--- src/include/gp_consts.vh ---
// constants for the five-port gpio bank: offsets, reset vectors, widths
`ifndef GP_CONSTS_VH
`define GP_CONSTS_VH

`define GP_NPORT        5
`define GP_PW           8
`define GP_ALLW         40
`define GP_FCW          4

// byte address fields: port select and in-port offset
`define GP_PORT_HI      14
`define GP_PORT_LO      12
`define GP_OFF_HI       11
`define GP_ADR_W        16

// data window 0x000..0x3FC, mask taken from address bits 9:2
`define GP_DATA_WIN     2'h0
`define GP_OFF_DIR      12'h400
`define GP_OFF_ISENSE   12'h404
`define GP_OFF_IBOTH    12'h408
`define GP_OFF_IEVT     12'h40C
`define GP_OFF_IMASK    12'h410
`define GP_OFF_RAW      12'h414
`define GP_OFF_MSTAT    12'h418
`define GP_OFF_ICLR     12'h41C
`define GP_OFF_ALTSEL   12'h420
`define GP_OFF_DR2      12'h500
`define GP_OFF_DR4      12'h504
`define GP_OFF_DR8      12'h508
`define GP_OFF_ODRAIN   12'h50C
`define GP_OFF_PULLUP   12'h510
`define GP_OFF_PULLDN   12'h514
`define GP_OFF_SLEW     12'h518
`define GP_OFF_DIGEN    12'h51C
`define GP_OFF_FUNC     12'h52C

// per-port vectors, port e in the top byte, port a in the low byte
`define GP_IMPL_MASK    40'h033FFFFF3F
`define GP_RST_ALTSEL   40'h00000F003F
`define GP_RST_DIGEN    40'h00000F003F
`define GP_RST_PULLUP   40'h00000F0000
`define GP_RST_PULLDN   40'h0000000000
`define GP_RST_FUNC     160'h0000000000000000000033330000000000111111

// port b bit 4 feeds the converter trigger
`define GP_TRIG_PORT    1
`define GP_TRIG_BIT     4

`endif

--- src/rtl/gp_pin_irq.v ---
// one pin: input synchroniser, digital-enable gate, edge/level detector
`timescale 1ns/100ps
module gp_pin_irq (
    input  wire clk_i,
    input  wire rst_i,
    input  wire pad_i,
    input  wire dig_en_i,
    input  wire sense_lvl_i,
    input  wire both_i,
    input  wire evt_hi_i,
    input  wire clr_i,
    output wire din_o,
    output wire ris_o,
    output wire hit_o
);
    reg  sync_a;
    reg  sync_b;
    reg  prev;
    reg  ris;
    wire gated;
    wire rise;
    wire fall;
    wire edge_hit;

    // RULE_06 digital input disabled
    assign gated = sync_b & dig_en_i;
    assign rise  = gated & ~prev;
    assign fall  = ~gated & prev;
    assign edge_hit = both_i ? (rise | fall) : (evt_hi_i ? rise : fall);
    // RULE_03 trigger kind select
    assign hit_o = sense_lvl_i ? (gated == evt_hi_i) : edge_hit;
    assign din_o = gated;
    assign ris_o = ris;

    // RULE_17 two stage synchroniser
    always @(posedge clk_i) begin
        if (rst_i) begin
            sync_a <= 1'b0;
            sync_b <= 1'b0;
            prev   <= 1'b0;
            ris    <= 1'b0;
        end else begin
            sync_a <= pad_i;
            sync_b <= sync_a;
            prev   <= gated;
            // RULE_15 edge latched until cleared
            if (sense_lvl_i)
                ris <= hit_o;
            else
                ris <= hit_o | (ris & ~clr_i);
        end
    end
endmodule // gp_pin_irq

--- src/rtl/gp_port_bank.v ---
// five-port gpio bank with pin mux, pad control and interrupts on wishbone
`timescale 1ns/100ps
`include "gp_consts.vh"

// Overview of operation
// RULE_01 - five identical ports, thirty pins total
// RULE_02 - output may change every two cycles
// RULE_03 - edge or level interrupt, maskable per pin
// RULE_04 - data access masked by address lines
// RULE_05 - port logic can trigger the converter
// RULE_06 - digital enable low gives pin to analog
// RULE_07 - peripheral needs alt select and enable
// RULE_08 - function select held per pin
// RULE_09 - default pins are tri-stated software pins
// RULE_10 - reset restores every pin default
// RULE_11 - serial and debug pins default to peripheral
// RULE_12 - pulls, drive, open drain, slew at 8mA
// RULE_13 - direction picks capture or drive
// RULE_14 - address bits 9:2 mask data bits
// RULE_15 - one irq per port, edge latched
// RULE_16 - port b bit4 event triggers converter
// RULE_17 - pad inputs pass two flip-flops
// RULE_18 - ports parameterised, absent pins read zero; func_ctl code fields of absent pins keep written values
module gp_port_bank #(
    parameter [`GP_ALLW-1:0]   IMPL_MASK  = `GP_IMPL_MASK,
    parameter [`GP_ALLW-1:0]   RST_ALTSEL = `GP_RST_ALTSEL,
    parameter [`GP_ALLW-1:0]   RST_DIGEN  = `GP_RST_DIGEN,
    parameter [`GP_ALLW-1:0]   RST_PULLUP = `GP_RST_PULLUP,
    parameter [`GP_ALLW-1:0]   RST_PULLDN = `GP_RST_PULLDN,
    parameter [`GP_ALLW*4-1:0] RST_FUNC   = `GP_RST_FUNC
) (
    input  wire                    clk_i,
    input  wire                    rst_i,
    input  wire                    wb_cyc_i,
    input  wire                    wb_stb_i,
    input  wire                    wb_we_i,
    input  wire [`GP_ADR_W-1:0]    wb_adr_i,
    input  wire [3:0]              wb_sel_i,
    input  wire [31:0]             wb_dat_i,
    output reg  [31:0]             wb_dat_o,
    output reg                     wb_ack_o,
    input  wire [`GP_ALLW-1:0]     pad_in_i,
    output wire [`GP_ALLW-1:0]     pad_out_o,
    output wire [`GP_ALLW-1:0]     pad_oe_o,
    output wire [`GP_ALLW-1:0]     pad_pu_o,
    output wire [`GP_ALLW-1:0]     pad_pd_o,
    output wire [`GP_ALLW-1:0]     pad_dr2_o,
    output wire [`GP_ALLW-1:0]     pad_dr4_o,
    output wire [`GP_ALLW-1:0]     pad_dr8_o,
    output wire [`GP_ALLW-1:0]     pad_slr_o,
    output wire [`GP_ALLW-1:0]     pad_od_o,
    output wire [`GP_ALLW-1:0]     pad_dig_en_o,
    output wire [`GP_ALLW-1:0]     pad_ana_o,
    input  wire [`GP_ALLW-1:0]     alt_out_i,
    input  wire [`GP_ALLW-1:0]     alt_oe_i,
    output wire [`GP_ALLW-1:0]     alt_in_o,
    output wire [`GP_ALLW*4-1:0]   func_code_o,
    output wire [`GP_NPORT-1:0]    irq_o,
    output reg                     adc_trig_o
);
    wire        acc;
    wire        wr;
    wire [2:0]  port_sel;
    wire [11:0] off;
    wire        in_data;
    wire [7:0]  bmask;
    wire [7:0]  dmask;
    wire [31:0] wmask;
    wire [31:0] rd_w [0:`GP_NPORT-1];
    wire [`GP_NPORT-1:0] trig_w;
    reg  [31:0] rd_sel;

    function [7:0] gp_upd;
        input [7:0] old;
        input [7:0] d;
        input [7:0] m;
        gp_upd = (old & ~m) | (d & m);
    endfunction

    // a request is taken once; ack drops the next cycle
    assign acc      = wb_cyc_i & wb_stb_i & ~wb_ack_o;
    assign wr       = acc & wb_we_i;
    assign port_sel = wb_adr_i[`GP_PORT_HI:`GP_PORT_LO];
    assign off      = {wb_adr_i[`GP_OFF_HI:2], 2'b00};
    assign in_data  = (wb_adr_i[11:10] == `GP_DATA_WIN);
    assign bmask    = {8{wb_sel_i[0]}};
    // RULE_04 mask from address
    // RULE_14 address bits 9:2
    assign dmask    = bmask & wb_adr_i[9:2];
    assign wmask    = {{8{wb_sel_i[3]}}, {8{wb_sel_i[2]}}, {8{wb_sel_i[1]}}, bmask};

    // RULE_01 five identical port blocks
    genvar p;
    genvar b;
    generate
        for (p = 0; p < `GP_NPORT; p = p + 1) begin : g_port
            localparam [7:0]  IMPL = IMPL_MASK[p*8 +: 8];
            wire              wr_p;
            wire [7:0]        din;
            wire [7:0]        ris;
            wire [7:0]        hit;
            wire [7:0]        clr;
            wire [7:0]        out_val;
            wire [7:0]        drv;
            reg  [7:0]        pin_data;
            reg  [7:0]        pin_dir;
            reg  [7:0]        sense_lvl;
            reg  [7:0]        both_edge;
            reg  [7:0]        evt_hi;
            reg  [7:0]        int_mask;
            reg  [7:0]        alt_sel;
            reg  [7:0]        dr2;
            reg  [7:0]        dr4;
            reg  [7:0]        dr8;
            reg  [7:0]        odrain;
            reg  [7:0]        pull_up;
            reg  [7:0]        pull_dn;
            reg  [7:0]        slew;
            reg  [7:0]        dig_en;
            reg  [31:0]       func_ctl;
            reg  [7:0]        pad_out;
            reg  [7:0]        pad_oe;
            reg  [7:0]        slr_eff;
            reg  [7:0]        ana;
            reg  [7:0]        alt_in;
            reg               irq;
            reg  [31:0]       rd;

            assign wr_p = wr & (port_sel == p);
            assign clr  = (wr_p && off == `GP_OFF_ICLR) ? (wb_dat_i[7:0] & bmask) : 8'h00;

            for (b = 0; b < `GP_PW; b = b + 1) begin : g_pin
                gp_pin_irq u_pin (
                    .clk_i       (clk_i),
                    .rst_i       (rst_i),
                    .pad_i       (pad_in_i[p*8+b]),
                    .dig_en_i    (dig_en[b]),
                    .sense_lvl_i (sense_lvl[b]),
                    .both_i      (both_edge[b]),
                    .evt_hi_i    (evt_hi[b]),
                    .clr_i       (clr[b]),
                    .din_o       (din[b]),
                    .ris_o       (ris[b]),
                    .hit_o       (hit[b])
                );
            end

            // RULE_07 peripheral drives only when selected and enabled
            assign out_val = (alt_sel & alt_out_i[p*8 +: 8]) | (~alt_sel & pin_data);
            assign drv     = dig_en & ((alt_sel & alt_oe_i[p*8 +: 8]) | (~alt_sel & pin_dir));

            always @(posedge clk_i) begin
                // RULE_10 every reset restores defaults
                if (rst_i) begin
                    pin_data  <= 8'h00;
                    pin_dir   <= 8'h00;
                    sense_lvl <= 8'h00;
                    both_edge <= 8'h00;
                    evt_hi    <= 8'h00;
                    int_mask  <= 8'h00;
                    // RULE_09 tri-stated software defaults
                    // RULE_11 serial and debug exceptions
                    alt_sel   <= RST_ALTSEL[p*8 +: 8];
                    dig_en    <= RST_DIGEN[p*8 +: 8];
                    pull_up   <= RST_PULLUP[p*8 +: 8];
                    pull_dn   <= RST_PULLDN[p*8 +: 8];
                    func_ctl  <= RST_FUNC[p*32 +: 32];
                    dr2       <= IMPL;
                    dr4       <= 8'h00;
                    dr8       <= 8'h00;
                    odrain    <= 8'h00;
                    slew      <= 8'h00;
                    pad_out   <= 8'h00;
                    pad_oe    <= 8'h00;
                    slr_eff   <= 8'h00;
                    ana       <= IMPL & ~RST_DIGEN[p*8 +: 8];
                    alt_in    <= 8'h00;
                    irq       <= 1'b0;
                end else begin
                    // RULE_13 inputs capture, outputs hold
                    // RULE_02 new value each write
                    if (wr_p && in_data)
                        pin_data <= IMPL & ((pin_dir & gp_upd(pin_data, wb_dat_i[7:0], dmask))
                                            | (~pin_dir & din));
                    else
                        pin_data <= IMPL & ((pin_dir & pin_data) | (~pin_dir & din));
                    if (wr_p) begin
                        case (off)
                            `GP_OFF_DIR:    pin_dir   <= IMPL & gp_upd(pin_dir, wb_dat_i[7:0], bmask);
                            `GP_OFF_ISENSE: sense_lvl <= IMPL & gp_upd(sense_lvl, wb_dat_i[7:0], bmask);
                            `GP_OFF_IBOTH:  both_edge <= IMPL & gp_upd(both_edge, wb_dat_i[7:0], bmask);
                            `GP_OFF_IEVT:   evt_hi    <= IMPL & gp_upd(evt_hi, wb_dat_i[7:0], bmask);
                            `GP_OFF_IMASK:  int_mask  <= IMPL & gp_upd(int_mask, wb_dat_i[7:0], bmask);
                            `GP_OFF_ALTSEL: alt_sel   <= IMPL & gp_upd(alt_sel, wb_dat_i[7:0], bmask);
                            `GP_OFF_ODRAIN: odrain    <= IMPL & gp_upd(odrain, wb_dat_i[7:0], bmask);
                            `GP_OFF_PULLUP: pull_up   <= IMPL & gp_upd(pull_up, wb_dat_i[7:0], bmask);
                            `GP_OFF_PULLDN: pull_dn   <= IMPL & gp_upd(pull_dn, wb_dat_i[7:0], bmask);
                            `GP_OFF_SLEW:   slew      <= IMPL & gp_upd(slew, wb_dat_i[7:0], bmask);
                            `GP_OFF_DIGEN:  dig_en    <= IMPL & gp_upd(dig_en, wb_dat_i[7:0], bmask);
                            // RULE_08 one code field per pin
                            `GP_OFF_FUNC:   func_ctl  <= (func_ctl & ~wmask) | (wb_dat_i & wmask);
                            // RULE_12 one drive strength at a time
                            `GP_OFF_DR2: begin
                                dr2 <= IMPL & (dr2 | (wb_dat_i[7:0] & bmask));
                                dr4 <= dr4 & ~(wb_dat_i[7:0] & bmask);
                                dr8 <= dr8 & ~(wb_dat_i[7:0] & bmask);
                            end
                            `GP_OFF_DR4: begin
                                dr4 <= IMPL & (dr4 | (wb_dat_i[7:0] & bmask));
                                dr2 <= dr2 & ~(wb_dat_i[7:0] & bmask);
                                dr8 <= dr8 & ~(wb_dat_i[7:0] & bmask);
                            end
                            `GP_OFF_DR8: begin
                                dr8 <= IMPL & (dr8 | (wb_dat_i[7:0] & bmask));
                                dr2 <= dr2 & ~(wb_dat_i[7:0] & bmask);
                                dr4 <= dr4 & ~(wb_dat_i[7:0] & bmask);
                            end
                            default: ;
                        endcase
                    end
                    // RULE_12 open drain pulls low only
                    pad_out <= IMPL & out_val & ~odrain;
                    pad_oe  <= IMPL & drv & (~odrain | ~out_val);
                    // RULE_12 slew only with 8mA
                    slr_eff <= slew & dr8;
                    // RULE_06 analog when digital off
                    ana     <= IMPL & ~dig_en;
                    alt_in  <= din & alt_sel;
                    // RULE_15 one combined port interrupt
                    irq     <= |(ris & int_mask);
                end
            end

            // RULE_18 absent pins read zero, except their func_ctl code fields, which are not masked
            always @* begin
                rd = 32'h00000000;
                if (in_data)
                    rd[7:0] = pin_data & wb_adr_i[9:2];
                else begin
                    case (off)
                        `GP_OFF_DIR:    rd[7:0] = pin_dir;
                        `GP_OFF_ISENSE: rd[7:0] = sense_lvl;
                        `GP_OFF_IBOTH:  rd[7:0] = both_edge;
                        `GP_OFF_IEVT:   rd[7:0] = evt_hi;
                        `GP_OFF_IMASK:  rd[7:0] = int_mask;
                        `GP_OFF_RAW:    rd[7:0] = ris & IMPL;
                        `GP_OFF_MSTAT:  rd[7:0] = ris & int_mask;
                        `GP_OFF_ALTSEL: rd[7:0] = alt_sel;
                        `GP_OFF_DR2:    rd[7:0] = dr2;
                        `GP_OFF_DR4:    rd[7:0] = dr4;
                        `GP_OFF_DR8:    rd[7:0] = dr8;
                        `GP_OFF_ODRAIN: rd[7:0] = odrain;
                        `GP_OFF_PULLUP: rd[7:0] = pull_up;
                        `GP_OFF_PULLDN: rd[7:0] = pull_dn;
                        `GP_OFF_SLEW:   rd[7:0] = slew;
                        `GP_OFF_DIGEN:  rd[7:0] = dig_en;
                        `GP_OFF_FUNC:   rd      = func_ctl;
                        default:        rd      = 32'h00000000;
                    endcase
                end
            end

            assign rd_w[p]                 = rd;
            // RULE_16 unmasked pin event
            assign trig_w[p]               = hit[`GP_TRIG_BIT] & int_mask[`GP_TRIG_BIT];
            assign pad_out_o[p*8 +: 8]     = pad_out;
            assign pad_oe_o[p*8 +: 8]      = pad_oe;
            assign pad_pu_o[p*8 +: 8]      = pull_up;
            assign pad_pd_o[p*8 +: 8]      = pull_dn;
            assign pad_dr2_o[p*8 +: 8]     = dr2;
            assign pad_dr4_o[p*8 +: 8]     = dr4;
            assign pad_dr8_o[p*8 +: 8]     = dr8;
            assign pad_slr_o[p*8 +: 8]     = slr_eff;
            assign pad_od_o[p*8 +: 8]      = odrain;
            assign pad_dig_en_o[p*8 +: 8]  = dig_en;
            assign pad_ana_o[p*8 +: 8]     = ana;
            assign alt_in_o[p*8 +: 8]      = alt_in;
            assign func_code_o[p*32 +: 32] = func_ctl;
            assign irq_o[p]                = irq;
        end
    endgenerate

    // unmapped ports read as zero but are still acknowledged
    always @* begin
        if (port_sel < `GP_NPORT)
            rd_sel = rd_w[port_sel];
        else
            rd_sel = 32'h00000000;
    end

    always @(posedge clk_i) begin
        if (rst_i) begin
            wb_ack_o   <= 1'b0;
            wb_dat_o   <= 32'h00000000;
            adc_trig_o <= 1'b0;
        end else begin
            wb_ack_o <= acc;
            if (acc && !wb_we_i)
                wb_dat_o <= rd_sel;
            // RULE_05 converter start pulse
            adc_trig_o <= trig_w[`GP_TRIG_PORT];
        end
    end
endmodule // gp_port_bank

--- config.mk ---
export PLATFORM = sky130hd
export DESIGN_NAME = gp_port_bank
export DESIGN_NICKNAME = d
export VERILOG_FILES = /design/src/rtl/gp_pin_irq.v /design/src/rtl/gp_port_bank.v
export VERILOG_INCLUDE_DIRS = /design/src /design/src/include
export SDC_FILE = /design/constraint.sdc
export NUM_CORES = 2
export LEC_CHECK = 0
export BUFFER_PORTS_ARGS = -buffer_cell sky130_fd_sc_hd__buf_2
export CORE_MARGIN = 4
export CORE_UTILIZATION = 25
export DETAILED_ROUTE_END_ITERATION = 12
export SYNTH_ARGS = -nofsm -noshare
export SYNTH_HDL_FRONTEND = slang
export SYNTH_HIERARCHICAL = 1
export SYNTH_SLANG_ARGS = --single-unit
--- constraint.sdc ---
create_clock -name clk_i -period 6.7 [get_ports clk_i]
set_clock_uncertainty 0.2 [all_clocks]
set_input_delay 1.34 -clock clk_i [delete_from_list [all_inputs] [get_ports clk_i]]
set_output_delay 1.34 -clock clk_i [all_outputs]
set_load 0.01 [all_outputs]
==> flow_summary.yaml <==
setup_path:
  timing.rr.start: "wb_ack_o"
  critPathLaunchType: "input pin"
  cp-startpoint: "wb_adr_i[3]"
  crit_path_end_kind: "flop"
  setup.worst_path.class: "input pin to flop"
  arrival_ns: 5.44
  cp_max_fo: 21
  crit_required_ns: 7.11
outcome:
  status: "finished clean"
routing:
  vias: 42650
  drcViolationCount: 0
  drt_iter0_drc: 5737
  wirelength_um: 244500
  post_drt_wl_per_cell_um: 31.29
  firstDrtPassIters: 6
  viasPerCell: 5.459
  ant_nets: 0
die:
  core_area_um2: 167000
  start_util_pct: 25.11
  die_w_um: 417.6
  fp.dieArea_um2: 174400
  die_h_um: 417.6
  io_pins: 856
  rows: 150
power_and_ir_drop:
  p_leak_nw: 20.20
  peakVddDrop_v: 0.0002321
  p_per_area_nw_per_um2: 247.6
cells_and_area:
  syn2layout_area_growth_pct: 23.37
  final_nets: 5731
  layout-drive-gt1-share_pct: 23.09
  fin_util_pct: 30.98
timing:
  maxSlewViolCount: 0
  tightest_slew_ns: 1.347
  setup_viol: 0
  hold_violations: 0
  slew_headroom_pct: 10.01
  finalSetupTns_ns: 0
  period_needed_ns: 5.027
  rsz0062_at_grt: "no"
  finalCritPeriodShare_pct: 75.04
  fmax_mhz: 198.9
grt:
  antenna_found_initial: 32
  grt_pass1_vias: 39320
  overflow: 0
  grt_pass1_wl_um: 328100
  groute.usage.overall_pct: 26.58
  grt_max_degree: 175
place:
  port_buffers: 732
  dp_hpwl_um: 179900
  gp_congestion: 0.9911
yosys:
  avgSynthCellArea_um2: 8.638
  syn_area_um2: 41940
  yosys_warnings: 6
  syn_inst: 4856
cts:
  cts_root_buf: "clkbuf_16"
  cts_hold_buffers: 0
  clock_sinks: 949
  cts-htree-levels: 3
  cts_setup_buffers: 0
  cts_tree: "built"
  clk_latency_ns: 0.76
  clock_path_buffers: 3
  cts_resized: 0
  numCtsBuffers: 113
  cts.reportedPaths.clkPinSlew_ns: 0.06
min_path:
  hp-class: "flop to flop"
  min_from: "g_port[1].g_pin[1].u_pin/sync_a"
job:
  maxCapViolations: 0
## worst max-delay path, stage by stage
cell	delay (ns)
buf_2	0.63
or4b_1	1.06
a211oi_4	0.72
nor2_2	0.29
nor2_2	0.71
nand3_1	0.30
mux2i_1	0.26
nor2_1	0.06
## metal layers
layer / GRT usage [%] / vias to the layer above / wire (um)
met5: 0 / - / 43
met4: 21.64 / 8 / 24860
met3: 6.305 / 905 / 23020
met2: 40.25 / 2861 / 105000
met1: 32.10 / 20650 / 91530
li1: - / 18220 / -
## stage by stage
| stage | setup WS, ns | hold slack (ns) | area [um^2] | total power (W) | instances |
|---|---|---|---|---|---|
| 2_1_floorplan | 3.078 | 0.2138 | 42280 | 0.006147 | 4945 |
| 3_3_place_gp | 1.246 | 0.2256 | 47840 | 0.006429 | 7583 |
| 3_5_place_dp | 1.158 | 0.2220 | 47840 | 0.006431 | 7583 |
| 4_1_cts | 1.959 | 0.2358 | 51680 | 0.01286 | 7792 |
| 5_1_grt | 1.766 | 0.2551 | 51710 | 0.01311 | 7799 |
| 6_report | 1.673 | 0.2340 | 51740 | 0.01281 | 7812 |
## path summary, 6_finish.rpt
check                               endpoint  slack (ns)  cells after the start
min          g_port[1].g_pin[1].u_pin/sync_b        0.23                      1
max                                     flop        1.67                      8
max reg2reg                             flop        2.74                      8
min reg2reg  g_port[1].g_pin[1].u_pin/sync_b        0.23                      1
## power by group
part / switching [W] / leakage, nW / total, W / internal, W
sequential: 0.0000177 / 7.67 / 0.00569 / 0.00567
combinational: 0.000506 / 10.7 / 0.000645 / 0.000139
clock: 0.00269 / 1.88 / 0.00648 / 0.00379
total: 0.00321 / 20.2 / 0.0128 / 0.00960
## layout make-up
class	instances	area (um^2)
fill	17750	115300
clock buffer	171	3391
sequential	949	19000
inverter	117	444.2
tap	2204	2758
multi-input combinational	3435	20810
antenna	20	50.05
clock inverter	38	451.7
timing repair buffer	878	4845
## layout by cell type, fill, tap and decap left out, types with 12 or more instances in the layout
cell       count
a22o_1        19
o21ai_0       62
nor3_1       100
nand2_2       33
a31oi_1       27
a32oi_1       13
clkbuf_16    117
clkinv_2      13
mux2i_1      276
diode_2       20
nor2b_1       99
o211ai_1      32
a21oi_1      462
nand3_1      462
a221oi_1      17
conb_1        90
clkbuf_1      28
nand2_1      691
mux2_4        30
a22oi_1      156
and3_1        69
xnor2_1       30
nor3_4        12
nor2_2        20
buf_4        140
a211oi_1      37
a221oi_2      30
mux4_2        24
nor2_1       351
inv_1        116
ha_1          60
o21ai_2       30
nor3b_1       12
clkbuf_8      26
dfxtp_1      949
buf_2        731
nand4_1       25
(Power assumes the default switching activity.)
